<file path="src/rtl/psc_map.svh">
// Purpose: offsets, field positions, reset values and counts for the
//          power supervision control block
// Assumes: APB byte addressing, one 32-bit word per register
// Notes:   included by bare name
`ifndef PSC_MAP_SVH
`define PSC_MAP_SVH
`define PSC_ADDR_W 12
`define PSC_OFF_DEEP_OFF_CTRL 12'h060
`define PSC_OFF_MON_CTRL 12'h064
`define PSC_OFF_STATUS 12'h068
// deep-off control fields
`define PSC_LOCK_BIT 0
`define PSC_WAKE_BIT 1
`define PSC_REGULATOR_OFF_REQUEST_BIT 4
// monitor control fields
`define PSC_LVL_LSB 0
`define PSC_LVL_MSB 2
`define PSC_IE_BIT 4
`define PSC_FLAG_BIT 5
// status fields
`define PSC_ST_REG_ON_BIT 0
`define PSC_ST_BOR_BIT 1
`define PSC_ST_MON_ON_BIT 2
`define PSC_ST_PIN_MODE_BIT 3
// level select encodings
`define PSC_LVL_OFF 3'h0
`define PSC_LVL_TH1 3'h1
`define PSC_LVL_TH2 3'h2
`define PSC_LVL_TH3 3'h3
`define PSC_LVL_PIN 3'h7
`define PSC_CTRL_RST 8'h00
// release delay after core supervisor reports good
`define PSC_REL_DLY_CYC 16
`define PSC_RST_VECTOR 16'hfffe
`endif

</file>
<file path="src/rtl/psc_pkg.sv">
// Purpose: types for the power supervision control block
// Assumes: constants live in psc_map.svh
// Notes:   none
package psc_pkg;
    typedef enum logic [3:0] {
        PSC_ST_OFF = 4'h1,
        PSC_ST_RAMP = 4'h2,
        PSC_ST_RUN = 4'h4,
        PSC_ST_DEEP = 4'h8
    } psc_state_e;
    typedef struct packed {
        logic psel;
        logic penable;
        logic pwrite;
        logic [11:0] paddr;
        logic [31:0] pwdata;
    } psc_apb_req_s;
    typedef struct packed {
        logic digital_supply_below_th1;
        logic digital_supply_below_th2;
        logic digital_supply_below_th3;
        logic pin_below_ref;
    } psc_cmp_s;
endpackage

</file>
<file path="src/rtl/psc_top.sv">
// Purpose: power-up reset sequencing, supply level monitor and deep-off
//          control for the power manager
// Assumes: analog comparators and supervisor arrive as async levels
// Notes:
//
// Our own choices: the APB interface to the registers and the address map.
`include "psc_map.svh"
`timescale 1ns/100ps
`default_nettype none
module psc_top #(
    parameter int REL_DLY_CYC = `PSC_REL_DLY_CYC
) (
    // clock and reset
    input wire logic mclk,
    input wire logic rst,
    // apb slave
    input wire psc_pkg::psc_apb_req_s apb_req,
    output logic [31:0] prdata,
    output logic pready,
    output logic pslverr,
    // analog status, asynchronous
    input wire logic high_side_brownout,
    input wire logic core_supply_supervisor,
    input wire psc_pkg::psc_cmp_s cmp_in,
    // cpu side
    input wire logic cpu_deep_sleep,
    input wire logic cpu_mon_isr_ack,
    input wire logic rst_pin_n,
    input wire logic wake_pin,
    output logic mon_irq,
    output logic brownout_reset,
    output logic core_regulator_en,
    output logic [15:0] reset_vector,
    output logic pin_state_lock,
    output logic mon_settling
);
    localparam int DW = $clog2(REL_DLY_CYC + 1);
    localparam int SETTLE_NS = 500;
    localparam int SETTLE_CYC = (SETTLE_NS + 39) / 40;
    // two-flop synchronisers for all off-domain levels
    logic [8:0] async_in, sync1_ff, sync2_ff;
    assign async_in = {high_side_brownout, core_supply_supervisor,
                       cmp_in, rst_pin_n, wake_pin, cpu_deep_sleep};
    always_ff @(posedge mclk) begin
        if (rst) begin
            // brownout, core bad and reset pin idle high; comparators low
            sync1_ff <= 9'h184;
            sync2_ff <= 9'h184;
        end else begin
            sync1_ff <= async_in;
            sync2_ff <= sync1_ff;
        end
    end
    logic bo_s, core_bad_s, rpin_n_s, wake_s, sleep_s;
    psc_pkg::psc_cmp_s cmp_s;
    assign bo_s = sync2_ff[8];
    assign core_bad_s = sync2_ff[7];
    assign cmp_s = sync2_ff[6:3];
    assign rpin_n_s = sync2_ff[2];
    assign wake_s = sync2_ff[1];
    assign sleep_s = sync2_ff[0];

    psc_pkg::psc_state_e state_ff, nxt_state;
    logic [DW-1:0] dly_ff;
    logic regulator_off_request_ff, lock_ff, wake_ff, ie_ff, sw_flag_ff;
    logic [2:0] lvl_ff;
    logic wr_en, rd_en, deep_exit, mon_on, pin_mode, cmp_low;
    logic hw_clear;
    // hw_clear: brownout reset wipes the off request and monitor controls, not lock or wake
    assign hw_clear = brownout_reset;

    // power sequencer
    always_comb begin
        nxt_state = state_ff;
        case (state_ff)
            psc_pkg::PSC_ST_OFF: begin
                if (!bo_s) begin
                    nxt_state = psc_pkg::PSC_ST_RAMP;
                end
            end
            psc_pkg::PSC_ST_RAMP: begin
                if (bo_s) begin
                    nxt_state = psc_pkg::PSC_ST_OFF;
                end else if (!core_bad_s &&
                             dly_ff == DW'(REL_DLY_CYC)) begin
                    nxt_state = psc_pkg::PSC_ST_RUN;
                end
            end
            psc_pkg::PSC_ST_RUN: begin
                if (bo_s || core_bad_s) begin
                    nxt_state = psc_pkg::PSC_ST_OFF;
                end else if (regulator_off_request_ff && sleep_s) begin
                    nxt_state = psc_pkg::PSC_ST_DEEP;
                end
            end
            psc_pkg::PSC_ST_DEEP: begin
                if (bo_s || !rpin_n_s || wake_s) begin
                    nxt_state = psc_pkg::PSC_ST_OFF;
                end
            end
            default: begin
                nxt_state = psc_pkg::PSC_ST_OFF;
            end
        endcase
    end
    assign deep_exit = state_ff == psc_pkg::PSC_ST_DEEP &&
                       nxt_state == psc_pkg::PSC_ST_OFF;

    always_ff @(posedge mclk) begin
        if (rst) begin
            state_ff <= psc_pkg::PSC_ST_OFF;
        end else begin
            state_ff <= nxt_state;
        end
    end
    // release delay counts only while core reports good
    always_ff @(posedge mclk) begin
        if (rst || state_ff != psc_pkg::PSC_ST_RAMP || core_bad_s) begin
            dly_ff <= '0;
        end else if (dly_ff != DW'(REL_DLY_CYC)) begin
            dly_ff <= dly_ff + DW'(1);
        end
    end
    // reset held in off and ramp, also through deep-off
    assign brownout_reset = state_ff != psc_pkg::PSC_ST_RUN;
    assign core_regulator_en = state_ff == psc_pkg::PSC_ST_RAMP ||
                               state_ff == psc_pkg::PSC_ST_RUN;
    assign reset_vector = `PSC_RST_VECTOR;

    // apb: zero wait states, unmapped reads zero with slverr
    assign wr_en = apb_req.psel && apb_req.penable && apb_req.pwrite;
    assign rd_en = apb_req.psel && !apb_req.pwrite;
    assign pready = 1'b1;
    function automatic logic mapped(input logic [11:0] a);
        mapped = a == `PSC_OFF_DEEP_OFF_CTRL || a == `PSC_OFF_MON_CTRL ||
                 a == `PSC_OFF_STATUS;
    endfunction
    assign pslverr = apb_req.psel && apb_req.penable &&
                     !mapped(apb_req.paddr);
    function automatic logic hit(input logic [11:0] off);
        hit = wr_en && apb_req.paddr == off;
    endfunction

    // deep-off control register; lock and wake flag survive the
    // reset that follows a wake or reset pin exit from deep-off, so only a power cycle or a software write of zero clears them
    logic power_cycle;
    assign power_cycle = bo_s;
    always_ff @(posedge mclk) begin
        if (rst || hw_clear) begin
            regulator_off_request_ff <= 1'b0;
        end else if (hit(`PSC_OFF_DEEP_OFF_CTRL)) begin
            regulator_off_request_ff <= apb_req.pwdata[`PSC_REGULATOR_OFF_REQUEST_BIT];
        end
    end
    always_ff @(posedge mclk) begin
        if (rst) begin
            lock_ff <= 1'b0;
        end else if (nxt_state == psc_pkg::PSC_ST_DEEP) begin
            lock_ff <= 1'b1;
        end else if (power_cycle && state_ff != psc_pkg::PSC_ST_DEEP) begin
            lock_ff <= 1'b0;
        end else if (hit(`PSC_OFF_DEEP_OFF_CTRL) &&
                     !apb_req.pwdata[`PSC_LOCK_BIT]) begin
            lock_ff <= 1'b0;
        end
    end
    always_ff @(posedge mclk) begin
        if (rst) begin
            wake_ff <= 1'b0;
        end else if (deep_exit) begin
            wake_ff <= 1'b1;
        end else if (power_cycle && state_ff != psc_pkg::PSC_ST_DEEP) begin
            wake_ff <= 1'b0;
        end else if (hit(`PSC_OFF_DEEP_OFF_CTRL) &&
                     !apb_req.pwdata[`PSC_WAKE_BIT]) begin
            wake_ff <= 1'b0;
        end
    end
    assign pin_state_lock = lock_ff;

    // supply level monitor
    assign mon_on = lvl_ff == `PSC_LVL_PIN || lvl_ff == `PSC_LVL_TH1 ||
                    lvl_ff == `PSC_LVL_TH2 || lvl_ff == `PSC_LVL_TH3;
    assign pin_mode = lvl_ff == `PSC_LVL_PIN;
    always_comb begin
        case (lvl_ff)
            `PSC_LVL_PIN: cmp_low = cmp_s.pin_below_ref;
            `PSC_LVL_TH1: cmp_low = cmp_s.digital_supply_below_th1;
            `PSC_LVL_TH2: cmp_low = cmp_s.digital_supply_below_th2;
            `PSC_LVL_TH3: cmp_low = cmp_s.digital_supply_below_th3;
            default: cmp_low = 1'b0;
        endcase
    end
    always_ff @(posedge mclk) begin
        if (rst || hw_clear) begin
            lvl_ff <= `PSC_LVL_OFF;
            ie_ff <= 1'b0;
        end else if (hit(`PSC_OFF_MON_CTRL)) begin
            lvl_ff <= apb_req.pwdata[`PSC_LVL_MSB:`PSC_LVL_LSB];
            ie_ff <= apb_req.pwdata[`PSC_IE_BIT];
        end
    end
    // software flag only exists while disabled; set wins over isr clear
    logic sw_set;
    assign sw_set = hit(`PSC_OFF_MON_CTRL) &&
                    apb_req.pwdata[`PSC_FLAG_BIT] && !mon_on;
    always_ff @(posedge mclk) begin
        if (rst || hw_clear || mon_on) begin
            sw_flag_ff <= 1'b0;
        end else if (sw_set) begin
            sw_flag_ff <= 1'b1;
        end else if (cpu_mon_isr_ack) begin
            sw_flag_ff <= 1'b0;
        end else if (hit(`PSC_OFF_MON_CTRL)) begin
            sw_flag_ff <= 1'b0;
        end
    end
    logic flag;
    // enabled: flag is the comparator, writes cannot clear it
    assign flag = mon_on ? cmp_low : sw_flag_ff;
    assign mon_irq = flag && ie_ff;

    // settling indicator after enable or pin/supply switch
    localparam int SW = $clog2(SETTLE_CYC + 1);
    logic [SW-1:0] settle_ff;
    logic prev_on_ff, prev_pin_ff;
    always_ff @(posedge mclk) begin
        if (rst) begin
            prev_on_ff <= 1'b0;
            prev_pin_ff <= 1'b0;
            settle_ff <= '0;
        end else begin
            prev_on_ff <= mon_on;
            prev_pin_ff <= pin_mode;
            if (mon_on && (!prev_on_ff || pin_mode != prev_pin_ff)) begin
                settle_ff <= SW'(SETTLE_CYC);
            end else if (settle_ff != '0) begin
                settle_ff <= settle_ff - SW'(1);
            end
        end
    end
    assign mon_settling = settle_ff != '0;

    // read mux, registered at setup
    always_ff @(posedge mclk) begin
        if (rst) begin
            prdata <= 32'h0;
        end else if (rd_en && !apb_req.penable) begin
            prdata <= 32'h0;
            case (apb_req.paddr)
                `PSC_OFF_DEEP_OFF_CTRL: begin
                    prdata[`PSC_REGULATOR_OFF_REQUEST_BIT] <= regulator_off_request_ff;
                    prdata[`PSC_WAKE_BIT] <= wake_ff;
                    prdata[`PSC_LOCK_BIT] <= lock_ff;
                end
                `PSC_OFF_MON_CTRL: begin
                    prdata[`PSC_LVL_MSB:`PSC_LVL_LSB] <= lvl_ff;
                    prdata[`PSC_IE_BIT] <= ie_ff;
                    prdata[`PSC_FLAG_BIT] <= flag;
                end
                `PSC_OFF_STATUS: begin
                    prdata[`PSC_ST_REG_ON_BIT] <= core_regulator_en;
                    prdata[`PSC_ST_BOR_BIT] <= brownout_reset;
                    prdata[`PSC_ST_MON_ON_BIT] <= mon_on;
                    prdata[`PSC_ST_PIN_MODE_BIT] <= pin_mode;
                end
                default: begin
                    prdata <= 32'h0;
                end
            endcase
        end
    end
endmodule
`default_nettype wire

</file>
<file path="config.mk">
export PLATFORM = sky130hd
export DESIGN_NAME = psc_top
export DESIGN_NICKNAME = d
export VERILOG_FILES = /design/src/rtl/psc_pkg.sv /design/src/rtl/psc_top.sv
export VERILOG_INCLUDE_DIRS = /design/src /design/src/rtl
export SDC_FILE = /design/constraint.sdc
export NUM_CORES = 1
export LEC_CHECK = 0
export BUFFER_PORTS_ARGS = -buffer_cell sky130_fd_sc_hd__buf_2
export CAP_MARGIN = 25
export CORE_AREA = 5 5 96 98
export CTS_BUF_LIST = sky130_fd_sc_hd__clkbuf_16
export DETAILED_ROUTE_END_ITERATION = 7
export DIE_AREA = 0 0 101 103
export PLACE_DENSITY = 0.57
export SYNTH_ARGS = -nofsm -noshare
export SYNTH_HDL_FRONTEND = slang
export SYNTH_SLANG_ARGS = --single-unit
</file>
<file path="constraint.sdc">
create_clock -name mclk -period 2 [get_ports mclk]
set_input_delay 0.1 -clock mclk [delete_from_list [all_inputs] [get_ports mclk]]
set_output_delay 0.1 -clock mclk [all_outputs]
set_load 0.02 [all_outputs]
</file>
* Yosys cells after proc, flatten, opt, wreduce, memory -nomap -nowiden
Index checks and enable logic that the tools add are counted.
Cells by class: muxes and demuxes 25, reductions and logical operators 46, bitwise gates (word level) 0, divide/modulo/power cells 0, equality and inequality tests 19, $lt $le $gt $ge 0, add/subtract/negate cells 2, multipliers 0, shift operators 0
Operators by type and width (count):
- equality test 12 x 7 -> 1 bit (second input constant) | 3
- 2-to-1 mux 4 bit | 8
- logical AND 1 bit | 17
- one-hot mux 4 bit (4 select lines) | 1
- logical OR 1 bit | 14
- 2-to-1 mux 1 bit | 12
- logical NOT 1 bit | 9
- nonzero test 3 bit | 3
- equality test 4 x 1 -> 1 bit (second input constant) | 2
- equality test 4 bit (second input constant) | 2
- equality test 3 x 2 -> 1 bit (second input constant) | 2
- one-hot mux 2 bit (3 select lines) | 1
- adder 5 x 1 -> 5 bit (second input constant) | 1
- equality test 5 bit (second input constant) | 1
- != test 5 bit (second input constant) | 1
- equality test 4 x 2 -> 1 bit (second input constant) | 1
- equality test 4 x 3 -> 1 bit (second input constant) | 1
- != test 4 x 2 -> 1 bit (second input constant) | 1
- != test 4 x 3 -> 1 bit (second input constant) | 1
- != test 4 bit (second input constant) | 1
- one-hot mux 1 bit (2 select lines) | 2
- one-hot mux 1 bit (4 select lines) | 1
- nonzero test 4 bit | 1
- subtractor 4 x 1 -> 4 bit (second input constant) | 1
- 5 further kinds | 5
Storage, ports and cells: bits in latches 0, memory bits (writable) 0, memories kept 0, memory bits (read-only) 0, output and inout port bits 55, logic and storage cells 107, flip-flop bits (word level) 47, input port bits 59

* Longest topological paths before layout
word-level depth 8, depth in mapped cells 7, mapped depth without buffers 6

* Worst setup path before layout
OpenSTA, ideal clock, no wires.
path kind reg-to-output, from reg lvl_ff[2], to out mon_irq, data required time 1.900 ns, cell stages (with the launch flop) 6, data arrival time 1.440 ns, slack 0.460 ns, cells stage by stage dfxtp_1 clkbuf_1 nor4b_1 a31oi_1 a22oi_1 a211oi_1
On the way: cells in the longest elaborated chain, start to end 6, elaborated cells between the ends (all ways) 10, those cells by class 4 x eq/ne; 2 x mux; 4 x reduce/logical
Ends and longest elaborated chain:
- start: declaration | RTL line psc_top.sv:66 | logic [2:0] lvl_ff;
- start signal: assignment | RTL line psc_top.sv:196 | lvl_ff <= `PSC_LVL_OFF;
- start signal: assignment | RTL line psc_top.sv:199 | lvl_ff <= apb_req.pwdata[`PSC_LVL_MSB:`PSC_LVL_LSB];
- parallel branches: the longest is 4 deep, another holds one-hot mux 1 bit (4 select lines)
- 2-to-1 mux 1 bit * | RTL line psc_top.sv:220 | assign flag = mon_on ? cmp_low : sw_flag_ff;
- logical AND 1 bit * | RTL line psc_top.sv:221 | assign mon_irq = flag && ie_ff;
- end: declaration | RTL line psc_top.sv:30 | output logic mon_irq,
Every way passes the cells marked *.

* Worst setup path in the final report
from reg lvl_ff[0], to out mon_irq
Same word-level chain as after synthesis.

==> reports/qor.csv <==
metric;value;unit
clock insertion delay at the later pin of the skew report;0.28;ns
WHS;0.02134;ns
initial core utilization;0.2958;
gpl congestion;0.8382;
register area share after synthesis;0.3796;
Fin. Hold Viols;0;
Post-Syn Area;2479;sq um
number of I/O port buffers;43;
num rows;34;
Finish-stage setup viols;0;
power per cell area;867.0;nW/um^2
final net count;381;
Final period util;0.9172;
post-detailed-route wirelength per cell;11.71;um
required time of the critical path;1.90;ns
Distinct cells, synth;51;
PostCTS Resize Cnt;0;
Post-Syn Instances;280;
compound-cell area share of the yosys netlist;0.1035;
largest net degree at the start of global routing;38;
Sw Share;0.2484;
total grt overflow;0;
Post-Synth XOR/XNOR Area;0.02120;
number of synthesized flops with an enable pin;0;
Antenna Cells;0;
commonest non-fill, non-tap cell in the layout;dfxtp_1;
Synth Register Bits;47;
crit path max fanout;10;
P_int;1.840;mW
mux cell area share after synthesis;0.04089;
H-tree depth;2;
RSZ-0062 raised after global routing;false;
Leak;1.209;nW
syn_area_per_cell;8.852;sq um
CTS max path bufs;2;
Synth Area in Simple Gates;0.2655;
Routed WL;5014;um
Fillers;878;
Slew Viols, Final;0;
sequential power share;0.414;
status;complete, no violations;
Die Footprint;10400;sq um
f_max;545.1;MHz
synth warn;0;
clk_skew;0.006669;ns
via density per instance;4.283;
CTS root buffer;clkbuf_16;
commonest cells after routing, fill and taps aside;dfxtp_1 (47), conb_1 (43), buf_2 (43);
Crit path largest cell delay;0.49;ns
share of cells above drive strength 1;0.1969;
critical path launch point type;flop;
Finished Cell Area;2823;sq um
HP Class;input port to flop;
clock sink count;47;
Peak VDD IR;0.2728;mV
ANT nets after route;0;
maxcap violations;0;
Overall Global Routing Usage;0.09617;
FF+latch area;940.9;sq um
pre-CTS WS;0.4235;ns
Post-Synth Adder-Cell Area;0.01514;
Die Ht;103;um
crit path time final;1.834;ns
Cell Area, Placed;2604;sq um
clock power share;0.433;
Inserted Clock Buffers;5;
Die Wd;101;um
Area Growth Syn to Fin;13.88;%
initial DRC count;98;
Crit-path slowest cell;dfxtp_1;
CTS tree;built;
worst-path cell chain;or3b_2 > a22oi_1 > a211oi_1 > buf_2;
Non-Filler Instances;428;
initial antenna violation count;0;
Reg clk slew, reported paths;0.06;ns
vias in the first global route;1654;
Fin Setup TNS;0;ns
footprint of the multi-input gates;1267;sq um
Slew HR;0.5693;
Async SR Flop Fraction;0;
CP Capture Type;primary output;
P_sw;607.8;uW
crit path kind;flop to primary output;
dpl cells;417;
Worst-Margin Slew;0.6460;ns
I/O pins;114;
Core Area;8381;sq um
final setup margin;0.1655;ns
largest family of logic cells by synthesized area;simple AND/OR/NAND/NOR gates;
hpwl dp;3758;um
Logic pwr share;0.152;
DR pass1 iterations;4;
Main synth FF type;dfxtp_1;
via count;1833;
first-pass GRT wire length;7859;um
crit path DAT;1.73;ns
DRC;0;
==> routing by layer <==
metal  wire, um  vias to the layer above  global-route usage
met1       2293                      808              0.1229
met2       2135                       77              0.1514
met3        499                        7             0.02706
met4         85                        0             0.04294
li1           -                      941                   -
met5          0                        -                   0
==> flip-flops by register name, indices dropped and copies added, names as in the netlist, 3 cells and up <==
signal and count:
dly_ff 5, lvl_ff 3, prdata 6, settle_ff 4, state_ff 4, sync1_ff 9, sync2_ff 9
==> stage by stage <==
stage	total power, mW	utilization
5_1_grt	2.560	0.3368
2_1_floorplan	1.382	-
3_3_place_gp	1.394	0.3107
6_report	2.447	0.3368
4_1_cts	2.468	0.3368
3_5_place_dp	1.404	0.3107
==> synthesized netlist by cell type, drive strengths merged (6+ instances only) <==
library cell	count	share of area
buf	48	0.14
dfxtp	47	0.38
nor2	21	0.032
nor2b	16	0.040
a21oi	13	0.026
nand2	13	0.020
inv	10	0.015
mux2i	9	0.036
clkbuf	8	0.012
nand2b	8	0.020
o21ai	7	0.014
or2	6	0.015
==> critical path, delay by kind of cell, from the launching register on <==
kind | cells | cell delay, ns
buffers and inverters | 1 | 0.18
AO/OA/AOI/OAI | 2 | 0.31
AND/OR/NAND/NOR | 1 | 0.47
flip-flops | 1 | 0.49
==> layout make-up <==
| class | count | share of cell area |
|---|---|---|
| clock buffer | 5 | 0.04433 |
| sequential | 47 | 0.3333 |
| inverter | 10 | 0.01330 |
| tap | 108 | 0.04787 |
| clock inverter | 3 | 0.02261 |
| timing repair buffer | 47 | 0.08954 |
| multi-input combinational | 208 | 0.4490 |
==> power groups by stage <==
| stage | sequential, mW | combinational, mW | clock, mW |
|---|---|---|---|
| floorplan | 1.02 | 0.358 | 0 |
| global placement | 1.03 | 0.360 | 0 |
| detailed placement | 1.04 | 0.369 | 0 |
| CTS | 1.01 | 0.374 | 1.08 |
| global route | 1.02 | 0.419 | 1.12 |
| finish | 1.01 | 0.372 | 1.06 |
==> worst paths after layout <==
| kind | start | to | slack [ns] | cells after the start |
|---|---|---|---|---|
| hold / removal | cpu_deep_sleep | sync1_ff[0] | 0.02 | 2 |
| hold reg to reg | sync1_ff[2] | sync2_ff[2] | 0.41 | 1 |
| setup / recovery | lvl_ff[0] | mon_irq | 0.17 | 4 |
| setup reg to reg | state_ff[3] | state_ff[0] | 0.44 | 4 |
==> logic make-up after synthesis <==
| logic type | count (synthesis) |
|---|---|
| AOI/OAI and AO/OA | 40 |
| DFF | 47 |
| muxes | 10 |
| other | 2 |
| xor gates and xnor gates | 6 |
| and+or+nand+nor | 106 |
| adders and majority gates | 3 |
| buffers and inverters | 66 |
==> repair_timing <==
item | CTS | global route
hold buffers | 3 | 0
endpoints found under the hold margin | 3 | 0
buffers inserted | 0 | 0
No activity file was read; power rests on OpenSTA's default activity.
